===== config.mk =====
export PLATFORM = sky130hd
export DESIGN_NAME = sps_sync_out
export DESIGN_NICKNAME = d
export VERILOG_FILES = /design/src/include/sps_pkg.sv /design/src/include/sps_tick_if.sv /design/src/sps_tick_gen.sv /design/src/sps_sync_out.sv
export SDC_FILE = /design/constraint.sdc
export NUM_CORES = 1
export LEC_CHECK = 0
export BUFFER_PORTS_ARGS = -buffer_cell sky130_fd_sc_hd__buf_4
export CAP_MARGIN = 20
export CORE_ASPECT_RATIO = 2
export CORE_MARGIN = 4
export CORE_UTILIZATION = 40
export CTS_CLUSTER_DIAMETER = 80
export DETAILED_ROUTE_END_ITERATION = 16
export RECOVER_POWER = 50
export SETUP_SLACK_MARGIN = 0.2
export SYNTH_ARGS = -nofsm -noshare
export SYNTH_HDL_FRONTEND = slang
export SYNTH_SLANG_ARGS = --single-unit

===== constraint.sdc =====
create_clock -name i_mclk -period 3.8 [get_ports i_mclk]
set_input_delay 0.19 -clock i_mclk [delete_from_list [all_inputs] [get_ports i_mclk]]
set_output_delay 0.19 -clock i_mclk [all_outputs]
set_load 0.01 [all_outputs]

===== src/include/sps_pkg.sv =====
package sps_pkg;
  // ****************************************
  // widths and counts
  // ****************************************
  localparam int unsigned SPS_N_OUT = 4;
  localparam int unsigned SPS_N_LED = 8;
  localparam logic [3:0] SPS_MIN_SATS = 4'h4;
  localparam logic [3:0] SPS_MAX_SATS = 4'h8;
  // ****************************************
  // timing
  // ****************************************
  localparam longint unsigned SPS_CLK_HZ = 100000000;
  localparam longint unsigned SPS_PERIOD_MS = 1000;
  localparam longint unsigned SPS_WIDTH_MS = 200;
  localparam longint unsigned SPS_COMM_HZ = 250000;
  localparam longint unsigned SPS_INIT_S = 10800;
  localparam longint unsigned SPS_FLASH_MS = 250;
  localparam longint unsigned SPS_PERIOD_CYC = SPS_CLK_HZ * SPS_PERIOD_MS / 1000;
  localparam longint unsigned SPS_WIDTH_CYC = SPS_CLK_HZ * SPS_WIDTH_MS / 1000;
  localparam longint unsigned SPS_COMM_HALF_CYC = SPS_CLK_HZ / (2 * SPS_COMM_HZ);
  localparam longint unsigned SPS_INIT_CYC = SPS_CLK_HZ * SPS_INIT_S;
  localparam longint unsigned SPS_FLASH_CYC = SPS_CLK_HZ * SPS_FLASH_MS / 1000;
  // ****************************************
  // modes
  // ****************************************
  typedef enum logic [1:0] {
    SPS_ST_WAIT_SATS = 2'b00,
    SPS_ST_INIT = 2'b01,
    SPS_ST_RUN = 2'b10
  } sps_state_e;
endpackage


===== src/include/sps_tick_if.sv =====
`timescale 1ns/1ps
interface sps_tick_if;
  logic pulse;
  logic comm_wave;
  logic flash;
  logic restart;
  modport gen (input restart, output pulse, output comm_wave, output flash);
  modport use_side (output restart, input pulse, input comm_wave, input flash);
endinterface


===== src/sps_tick_gen.sv =====
`timescale 1ns/1ps
module sps_tick_gen #(
  parameter longint unsigned PERIOD_CYC = sps_pkg::SPS_PERIOD_CYC,
  parameter longint unsigned WIDTH_CYC = sps_pkg::SPS_WIDTH_CYC,
  parameter longint unsigned COMM_HALF_CYC = sps_pkg::SPS_COMM_HALF_CYC,
  parameter longint unsigned FLASH_CYC = sps_pkg::SPS_FLASH_CYC
) (
  // clock and reset
  input wire logic i_mclk,
  input wire logic i_rst_b,
  // ticks
  sps_tick_if.gen tk
);
  import sps_pkg::*;
  logic [31:0] sec_cnt;
  logic [31:0] comm_cnt;
  logic [31:0] flash_cnt;
  // ****************************************
  // one second frame
  // ****************************************
  // one reference counter
  always_ff @(posedge i_mclk) begin
    if (!i_rst_b || tk.restart || sec_cnt == 32'(PERIOD_CYC - 1)) begin
      sec_cnt <= '0;
    end else begin
      sec_cnt <= sec_cnt + 32'h1;
    end
  end
  // high for width
  always_ff @(posedge i_mclk) begin
    if (!i_rst_b || tk.restart) begin
      tk.pulse <= 1'b0;
    end else begin
      tk.pulse <= sec_cnt < 32'(WIDTH_CYC);
    end
  end
  // ****************************************
  // commissioning wave and flash
  // ****************************************
  // 250 khz square
  always_ff @(posedge i_mclk) begin
    if (!i_rst_b) begin
      comm_cnt <= '0;
      tk.comm_wave <= 1'b0;
    end else if (comm_cnt == 32'(COMM_HALF_CYC - 1)) begin
      comm_cnt <= '0;
      tk.comm_wave <= ~tk.comm_wave;
    end else begin
      comm_cnt <= comm_cnt + 32'h1;
    end
  end
  always_ff @(posedge i_mclk) begin
    if (!i_rst_b) begin
      flash_cnt <= '0;
      tk.flash <= 1'b1;
    end else if (flash_cnt == 32'(FLASH_CYC - 1)) begin
      flash_cnt <= '0;
      tk.flash <= ~tk.flash;
    end else begin
      flash_cnt <= flash_cnt + 32'h1;
    end
  end
endmodule


===== src/sps_sync_out.sv =====
`timescale 1ns/1ps
// How it works
// while enabled each output pulses once a second, high for 200 ms.
// four outputs, one per relay, carry the same train.
// the pulse appears only while at least four satellites are tracked.
// after power-up and four satellites, a 3 hour wait precedes any output; the antenna-off 250 khz wave still goes out during the wait.
// the health light is on from power-up and stays steady while healthy.
// the not-initialised light stays on until initialisation completes.
// eight count lights show how many satellites are tracked.
// below four satellites the output is off until the count recovers.
// once initialised, recovery of count or antenna restarts output at once.
// power loss (reset) discards the initialised state.
// with the antenna off the output is a continuous 250 khz wave.
// in commissioning mode the health light flashes.
// the relay treats the 250 khz wave as loss of source.
// all timing comes from counters on the one reference clock.
module sps_sync_out #(
  parameter int unsigned N_OUT = sps_pkg::SPS_N_OUT,
  parameter longint unsigned INIT_CYC = sps_pkg::SPS_INIT_CYC,
  parameter longint unsigned PERIOD_CYC = sps_pkg::SPS_PERIOD_CYC,
  parameter longint unsigned WIDTH_CYC = sps_pkg::SPS_WIDTH_CYC,
  parameter longint unsigned COMM_HALF_CYC = sps_pkg::SPS_COMM_HALF_CYC,
  parameter longint unsigned FLASH_CYC = sps_pkg::SPS_FLASH_CYC
) (
  // clock and reset
  input wire logic i_mclk,
  input wire logic i_rst_b,
  // receiver status pins
  input wire logic [3:0] i_sat_count,
  input wire logic i_antenna_ok,
  input wire logic i_unit_ok,
  // fibre outputs
  output logic [N_OUT-1:0] o_sync,
  // indicators
  output logic o_led_healthy,
  output logic o_led_not_init,
  output logic [sps_pkg::SPS_N_LED-1:0] o_led_count
);
  import sps_pkg::*;

  // ****************************************
  // input synchronisers
  // ****************************************
  logic [3:0] sat_meta;
  logic [3:0] sat_sync;
  logic [3:0] sat_prev;
  logic [3:0] sat_cnt;
  logic [1:0] ant_meta;
  logic [1:0] ok_meta;
  logic ant_ok;
  logic unit_ok;
  // count bits may settle on different edges
  always_ff @(posedge i_mclk) begin
    if (!i_rst_b) begin
      sat_meta <= 4'h0;
      sat_sync <= 4'h0;
      sat_prev <= 4'h0;
    end else begin
      sat_meta <= i_sat_count;
      sat_sync <= sat_meta;
      sat_prev <= sat_sync;
    end
  end
  // take a count only when two samples agree, at four cycles of delay
  always_ff @(posedge i_mclk) begin
    if (!i_rst_b) begin
      sat_cnt <= 4'h0;
    end else if (sat_sync == sat_prev) begin
      sat_cnt <= sat_sync;
    end
  end
  // idle high so the lights hold across reset release
  always_ff @(posedge i_mclk) begin
    if (!i_rst_b) begin
      ant_meta <= 2'h3;
      ok_meta <= 2'h3;
    end else begin
      ant_meta <= {ant_meta[0], i_antenna_ok};
      ok_meta <= {ok_meta[0], i_unit_ok};
    end
  end
  assign ant_ok = ant_meta[1];
  assign unit_ok = ok_meta[1];

  function automatic logic enough(input logic [3:0] n);
    return n >= SPS_MIN_SATS;
  endfunction

  // ****************************************
  // initialisation state machine
  // ****************************************
  sps_state_e state;
  sps_state_e next_state;
  logic [47:0] init_cnt;
  logic sats_ok;
  assign sats_ok = enough(sat_cnt);

  always_comb begin
    next_state = state;
    case (state)
      SPS_ST_WAIT_SATS: begin
        // start the wait
        if (sats_ok && ant_ok) begin
          next_state = SPS_ST_INIT;
        end
      end
      SPS_ST_INIT: begin
        if (!sats_ok || !ant_ok) begin
          next_state = SPS_ST_WAIT_SATS;
        end else if (init_cnt == 48'(INIT_CYC - 1)) begin
          next_state = SPS_ST_RUN;
        end
      end
      // stays initialised
      SPS_ST_RUN: next_state = SPS_ST_RUN;
      default: next_state = SPS_ST_WAIT_SATS;
    endcase
  end

  // reset forgets init
  always_ff @(posedge i_mclk) begin
    if (!i_rst_b) begin
      state <= SPS_ST_WAIT_SATS;
    end else begin
      state <= next_state;
    end
  end

  // 48 bits hold the full wait at the reference clock
  // interval counter
  always_ff @(posedge i_mclk) begin
    if (!i_rst_b || state != SPS_ST_INIT || next_state != SPS_ST_INIT) begin
      init_cnt <= '0;
    end else begin
      init_cnt <= init_cnt + 48'h1;
    end
  end

  // ****************************************
  // output gating
  // ****************************************
  sps_tick_if tk ();
  logic out_on;
  logic out_on_d;
  logic comm_mode;
  // gate on satellites
  // off below four
  assign out_on = (state == SPS_ST_RUN) && sats_ok && ant_ok;
  // commissioning overrides the pulse in any state
  // antenna off
  assign comm_mode = !ant_ok;
  always_ff @(posedge i_mclk) begin
    if (!i_rst_b) begin
      out_on_d <= 1'b0;
    end else begin
      out_on_d <= out_on;
    end
  end
  // restart aligns the second frame to the return of output
  // frame restarts at once on recovery
  assign tk.restart = out_on && !out_on_d;

  sps_tick_gen #(
    .PERIOD_CYC(PERIOD_CYC),
    .WIDTH_CYC(WIDTH_CYC),
    .COMM_HALF_CYC(COMM_HALF_CYC),
    .FLASH_CYC(FLASH_CYC)
  ) u_tick (
    .i_mclk(i_mclk),
    .i_rst_b(i_rst_b),
    .tk(tk)
  );

  // same train on all
  always_ff @(posedge i_mclk) begin
    if (!i_rst_b) begin
      o_sync <= '0;
    end else if (comm_mode) begin
      o_sync <= {N_OUT{tk.comm_wave}};
    end else if (out_on_d) begin
      // second pulse
      o_sync <= {N_OUT{tk.pulse}};
    end else begin
      o_sync <= '0;
    end
  end

  // ****************************************
  // indicators
  // ****************************************
  // unit health steers the light outside commissioning
  // steady healthy
  // flash in commissioning
  always_ff @(posedge i_mclk) begin
    if (!i_rst_b) begin
      o_led_healthy <= 1'b1;
    end else if (comm_mode) begin
      o_led_healthy <= tk.flash;
    end else begin
      o_led_healthy <= unit_ok;
    end
  end

  // lit until initialised
  always_ff @(posedge i_mclk) begin
    if (!i_rst_b) begin
      o_led_not_init <= 1'b1;
    end else begin
      o_led_not_init <= !(state == SPS_ST_RUN && sats_ok);
    end
  end

  // counts above eight light the whole bar
  // count bar, led k lit when count >= k+1
  always_ff @(posedge i_mclk) begin
    if (!i_rst_b) begin
      o_led_count <= '0;
    end else begin
      for (int k = 0; k < SPS_N_LED; k++) begin
        o_led_count[k] <= (sat_cnt > 4'(k));
      end
    end
  end
endmodule


# == Yosys cells after proc, flatten, opt, wreduce, memory -nomap -nowiden ==
# Index checks and enable logic that the tools add are counted.
# classes
n_addsub,4
magnitude_cmp,10
eq_ne,9
n_mux,7
n_bitwise,3
n_reduce_logical,17
# ops
cell,n
"32-bit by 1-bit adder with 32-bit output, second input constant",3
"48-bit by 1-bit adder with 48-bit output, second input constant",1
"48-bit by 40-bit equality test with 1-bit output, second input constant",1
"32-bit by 25-bit equality test with 1-bit output, second input constant",1
"32-bit by 27-bit equality test with 1-bit output, second input constant",1
"32-bit by 8-bit equality test with 1-bit output, second input constant",1
"32-bit by 25-bit < comparator with 1-bit output, second input constant",1
"4-bit by 3-bit greater-than comparator with 1-bit output, second input constant",4
"4-bit by 1-bit greater-than comparator with 1-bit output, second input constant",2
"4-bit by 2-bit greater-than comparator with 1-bit output, second input constant",2
4-bit 2-to-1 mux,2
2-bit 2-to-1 mux,3
2-bit one-hot mux with 3 select lines,1
1-bit logical NOT,5
1-bit logical OR,5
4-bit equality test,1
"4-bit by 3-bit greater-or-equal comparator with 1-bit output, second input constant",1
1-bit logical AND,4
"2-bit by 1-bit inequality test with 1-bit output, second input constant",2
2-bit OR reduction,2
1-bit inverter,3
"2-bit by 1-bit equality test with 1-bit output, second input constant",1
"2-bit equality test, second input constant",1
2-bit logical NOT,1
1-bit 2-to-1 mux,1
# word_totals
ff_bits,184
input_bits,8
output_inout_bits,14
wordCells,69

# == Logic depth before layout (Yosys ltp) ==
# logic_depth
ltp_word,7
ltp_mapped,8
mapped_depth_nobuf,6

# == Cells and area by module ==
# Synthesis repeated with hierarchy kept, for this count alone.
# hier_totals
cells_unflattened,886
area_unflattened_um2,8079.0
# by_module_without_submodules
mod,instances,cells_each,area_per_inst_um2,seq_area_each_um2
sps_tick_gen,1,525,4734.5,1981.9
sps_sync_out,1,361,3344.5,1641.6

# == Worst setup path before layout ==
# OpenSTA, ideal clock, no wires.
# synth_path
kind,reg2reg
startpoint,register u_tick.sec_cnt[0]
endpoint,register u_tick.sec_cnt[30]
setup_time_ps,71
arrival_ps,2386
required_ps,3729
setup_slack_ps,1344
path_stages_with_launch,9
n_path_buf,2
period_less_slack_ps,2456
cell_sequence,dfxtp_1 ha_1 nand4_1 or4_4 buf_6 or3_1 clkbuf_2 or4_1 a21oi_1
# synth_between
elab_chain_cells,2
elab_cells_between_ends,3
cone_classes,1 x add/sub; 1 x eq/ne; 1 x reduce/logical
# synth_rtl
item,line,text
start: declaration,sps_tick_gen.sv:15,logic [31:0] sec_cnt;
start signal: assignment,sps_tick_gen.sv:26,sec_cnt <= sec_cnt + 32'h1;
branches (longest 2 deep; another with 32-bit by 1-bit adder with 32-bit output),-,
# Parallel ways; which one is timed is not known.
# A chain may end at the register's enable or synchronous reset.

# == Worst setup path after layout ==
# layout_path
startpoint,register u_tick.flash_cnt[0]
endpoint,register u_tick.flash_cnt[2]
# layout_between
elab_chain_cells,2
elab_cells_between_ends,3
cone_classes,1 x add/sub; 1 x eq/ne; 1 x reduce/logical
# layout_rtl
item,line,text
start: declaration,sps_tick_gen.sv:17,logic [31:0] flash_cnt;
start signal: assignment,sps_tick_gen.sv:60,flash_cnt <= flash_cnt + 32'h1;
branches (longest 2 deep; another with 32-bit by 1-bit adder with 32-bit output),-,
# Parallel ways; which one is timed is not known.

==> run_results.csv <==
group,metric,value,unit
route,drt_iter0_drc,146,
synth,synth_top_flop_cell,"dfxtp_1",
synth,synth_top_area_cell,"dfxtp_1",
cts,cts_root_buffer,"clkbuf_16",
min_path,holdPathEnd,"sat_meta[1]",
worst_setup_path,critPathMaxFanout,32,
cells_and_area,fillCellCount,1860,
placed_design,place_hpwl,11500,um
min_path,min_from,"i_sat_count[1]",
grt,antenna_found_initial,0,
sta,skew,0.0105,ns
grt,grtUsageMet2,31.3,%
pwr,vdd_ir_drop_max,0.306,mV
pwr,comb_power_share,1.9,%
grt,grt.total_usage,15.7,%
cts,cts_buffer_depth,2,
floorplanning,num_io_pins,22,
pwr,swShare,21.6,%
pwr,clkPwrFrac,48.4,%
grt,gr-total-overflow,0,
sta,rsz0062_at_grt,"no",
route,routed_wl,16200,um
cts,numCtsBuffers,17,
pwr,p_int,3.04,mW
synth,yosysTopAreaCellShare,46.9,%
min_path,hp-class,"input pin to flop",
sta,maxSlewHeadroom,6.56,%
synth,yosysWarnings,0,
cells_and_area,syn_to_final_growth,13.6,%
run,max_cap_violations,0,
synth,syn_nets,890,
floorplanning,die-height,205,um
placed_design,gp_congestion,0.817,
grt,met1_usage,15.1,%
cts,cts_setup_buffers,0,
cells_and_area,drive_gt1_share,6.26,%
pwr,p_leak,2.98,nW
worst_setup_path,r2r_cells,7,
synth,synth_edf_count,0,
cts,clk_pin_slew,0.07,ns
worst_setup_path,worstPathRequired,4.06,ns
cts,cts_resized,0,
synth,ys_seq_elements,181,
route,drtAntennaViolNets,0,
worst_setup_path,crit_slowest_cell,"clkbuf_1",
sta,hold_viol,0,
pwr,pwr-share-seq,49.7,%
floorplanning,die_area,0.0218,mm2
floorplanning,initial_core_util,40.9,%
worst_setup_path,reg2reg_to,"u_tick.flash_cnt[2]",
grt,met3_usage,2.49,%
floorplanning,placementRows,71,
synth,yosys.cell_types.count,46,
worst_setup_path,worstPathArrival,3.24,ns
grt,busiest_layer,"met2",
route,wl_per_cell,13.9,um
min_path,whs_path_depth,2,
synth,ys_async_sr_fraction,0,%
sta,finalCritPeriodShare,78.5,%
cells_and_area,diodes,0,
cts,cts_sinks,181,
worst_setup_path,crit_type,"flop to flop",
floorplanning,coreArea,0.0189,mm2
synth,netlist_area,0.00773,mm2
cells_and_area,layout_common_cells,"dfxtp_1, nor2_1, xor2_1, nand4_1, nand3_1",
pwr,p_per_area,441,mW/mm2
sta,setup-tns-final,0,ns
pwr,p_switching,0.839,mW
floorplanning,die_x,106,um
cts,htree_levels,4,
run_status,status,"finished clean",
synth,synth.area.top_cells,"dfxtp_1, xor2_1, nor2_1",
sta,min_period,2.98,ns
route,vias,6003,
cells_and_area,stdcell_count,1166,
route,firstDrtPassIters,4,
worst_setup_path,endpoint_kind,"flop",
sta,setup_viol,0,
sta,worstMarginPinSlew,1.40,ns
cts,cts_tree,"yes",
worst_setup_path,rrSetupSlack,0.82,ns
grt,grt_pass1_wl,27700,um
worst_setup_path,timing.rr.start,"u_tick.flash_cnt[0]",
worst_setup_path,path_cells,"ha_1, nand2_1, or3_1, nor4_1, nand2b_1, clkbuf_1, nor2_1",
route,viasPerCell,5.15,
cells_and_area,final_common_cell,"dfxtp_1",
grt,grt_pass1_vias,6004,
sta,drv_slew,0,
sta,max_freq,335,MHz
placed_design,dp_cells,1129,
worst_setup_path,cp_slowest_stage_delay,1.04,ns
placed_design,portBuffers,21,
cells_and_area,nets,910,
synth,syn_area_per_cell,8.81,um2
sta,holdWs,0.00357,ns
synth,syn_inst,878,
pwr,total_power,3.88,mW
synth,seq_area_frac_synth,46.9,%
cts,clk_latency,0.42,ns
worst_setup_path,start_kind,"flop",
route,post-route-drc-count,0,
grt,grt_max_degree,48,
-- metal layers --
layer,vias up,share of wire (%)
met5,-,0
met4,0,2.7
met3,29,1.7
met2,62,57
met1,2844,38
li1,3068,-
-- power by group through the flow --
stage	Combinational [mW]	Clock, mW	Sequential [mW]
4_1_cts	0.0775	1.92	1.93
3_3_place_gp	0.0727	0	1.97
2_1_floorplan	0.0492	0	1.97
3_5_place_dp	0.0733	0	1.97
5_1_grt	0.0825	2.00	1.93
6_report	0.0724	1.88	1.93
-- critical path, delay by kind of cell, from the launching register on --
family,cells,cell delay [ns]
adder cells (fa/ha/maj),1,0.21
buffers and inverters,1,1.04
AND/OR/NAND/NOR,5,1.19
flip-flops,1,0.36
-- kinds of logic (layout without fill, tap and decap cells) --
logic type / after synthesis / count (layout) / share of synthesized area [%]
AOI/OAI and AO/OA: 26 / 26 / 2.10
xor gates and xnor gates: 134 / 134 / 15.2
adders and majority gates: 4 / 4 / 0.647
buffers and inverters: 44 / 77 / 2.46
DFF: 181 / 181 / 46.9
muxes: 5 / 5 / 0.647
and+or+nand+nor: 484 / 484 / 32.1
-- flip-flops by register name (all words and copies together), names as in the netlist --
register             cells
ant_meta                 2
init_cnt                48
o_led_count              8
o_led_healthy            1
o_led_not_init           1
o_sync                   1
ok_meta                  2
out_on_d                 1
sat_cnt                  4
sat_meta                 4
sat_prev                 4
sat_sync                 4
state                    2
u_tick.comm_cnt         32
u_tick.flash_cnt        32
u_tick.sec_cnt          32
u_tick.tk.comm_wave      1
u_tick.tk.flash          1
u_tick.tk.pulse          1
-- per-stage QoR --
step                      setup slack, ns  util, %  area, um2
after CTS                            1.20     46.7       8840
after detailed placement             1.23     43.1       8150
after global routing                0.486     46.4       8780
final                               0.816     46.4       8780
after global placement               1.33     43.1       8150
after floorplan                      1.34        -       7730
-- how the worst max path moves through the flow --
stage	endpoint	slack, ns	startpoint	cells after the start
after floorplan	u_tick.sec_cnt[30]	1.34	u_tick.sec_cnt[0]	8
after global placement	u_tick.sec_cnt[30]	1.33	u_tick.sec_cnt[0]	6
after detailed placement	init_cnt[17]	1.23	init_cnt[0]	7
after CTS	init_cnt[4]	1.20	init_cnt[0]	7
after global routing	u_tick.flash_cnt[30]	0.49	u_tick.flash_cnt[0]	7
final	u_tick.flash_cnt[2]	0.82	u_tick.flash_cnt[0]	7
-- layout make-up --
type | count | area, um2 | share of cell area, %
clock buffers | 19 | 453 | 5.16
clock inverters | 13 | 188 | 2.14
inverters | 7 | 26.3 | 0.299
multi-input cells | 653 | 3940 | 44.8
flip-flops and latches | 181 | 3620 | 41.2
well taps | 255 | 319 | 3.63
repair buffers | 38 | 238 | 2.71
-- repair_timing --
action | 4_1_cts | 5_1_grt
hold buffers | 5 | 0
hold endpoints to repair | 5 | 0
endpoints found under the setup margin | 0 | 0
-- cell usage after synthesis, types with 5 or more instances --
| library cell | instances |
|---|---|
| dfxtp_1 | 181 |
| nand2_1 | 52 |
| nand3_1 | 58 |
| nor2b_1 | 7 |
| and4_1 | 15 |
| or3_1 | 9 |
| xnor2_1 | 46 |
| inv_1 | 7 |
| nor2_1 | 160 |
| nor3_1 | 19 |
| clkbuf_1 | 25 |
| xor2_1 | 88 |
| o21ai_0 | 5 |
| nand2b_1 | 7 |
| mux2i_1 | 5 |
| a21oi_1 | 9 |
| nor4_1 | 28 |
| and3_1 | 24 |
| and2_1 | 20 |
| nand4_1 | 63 |
Power figures use the tool's default switching activity.
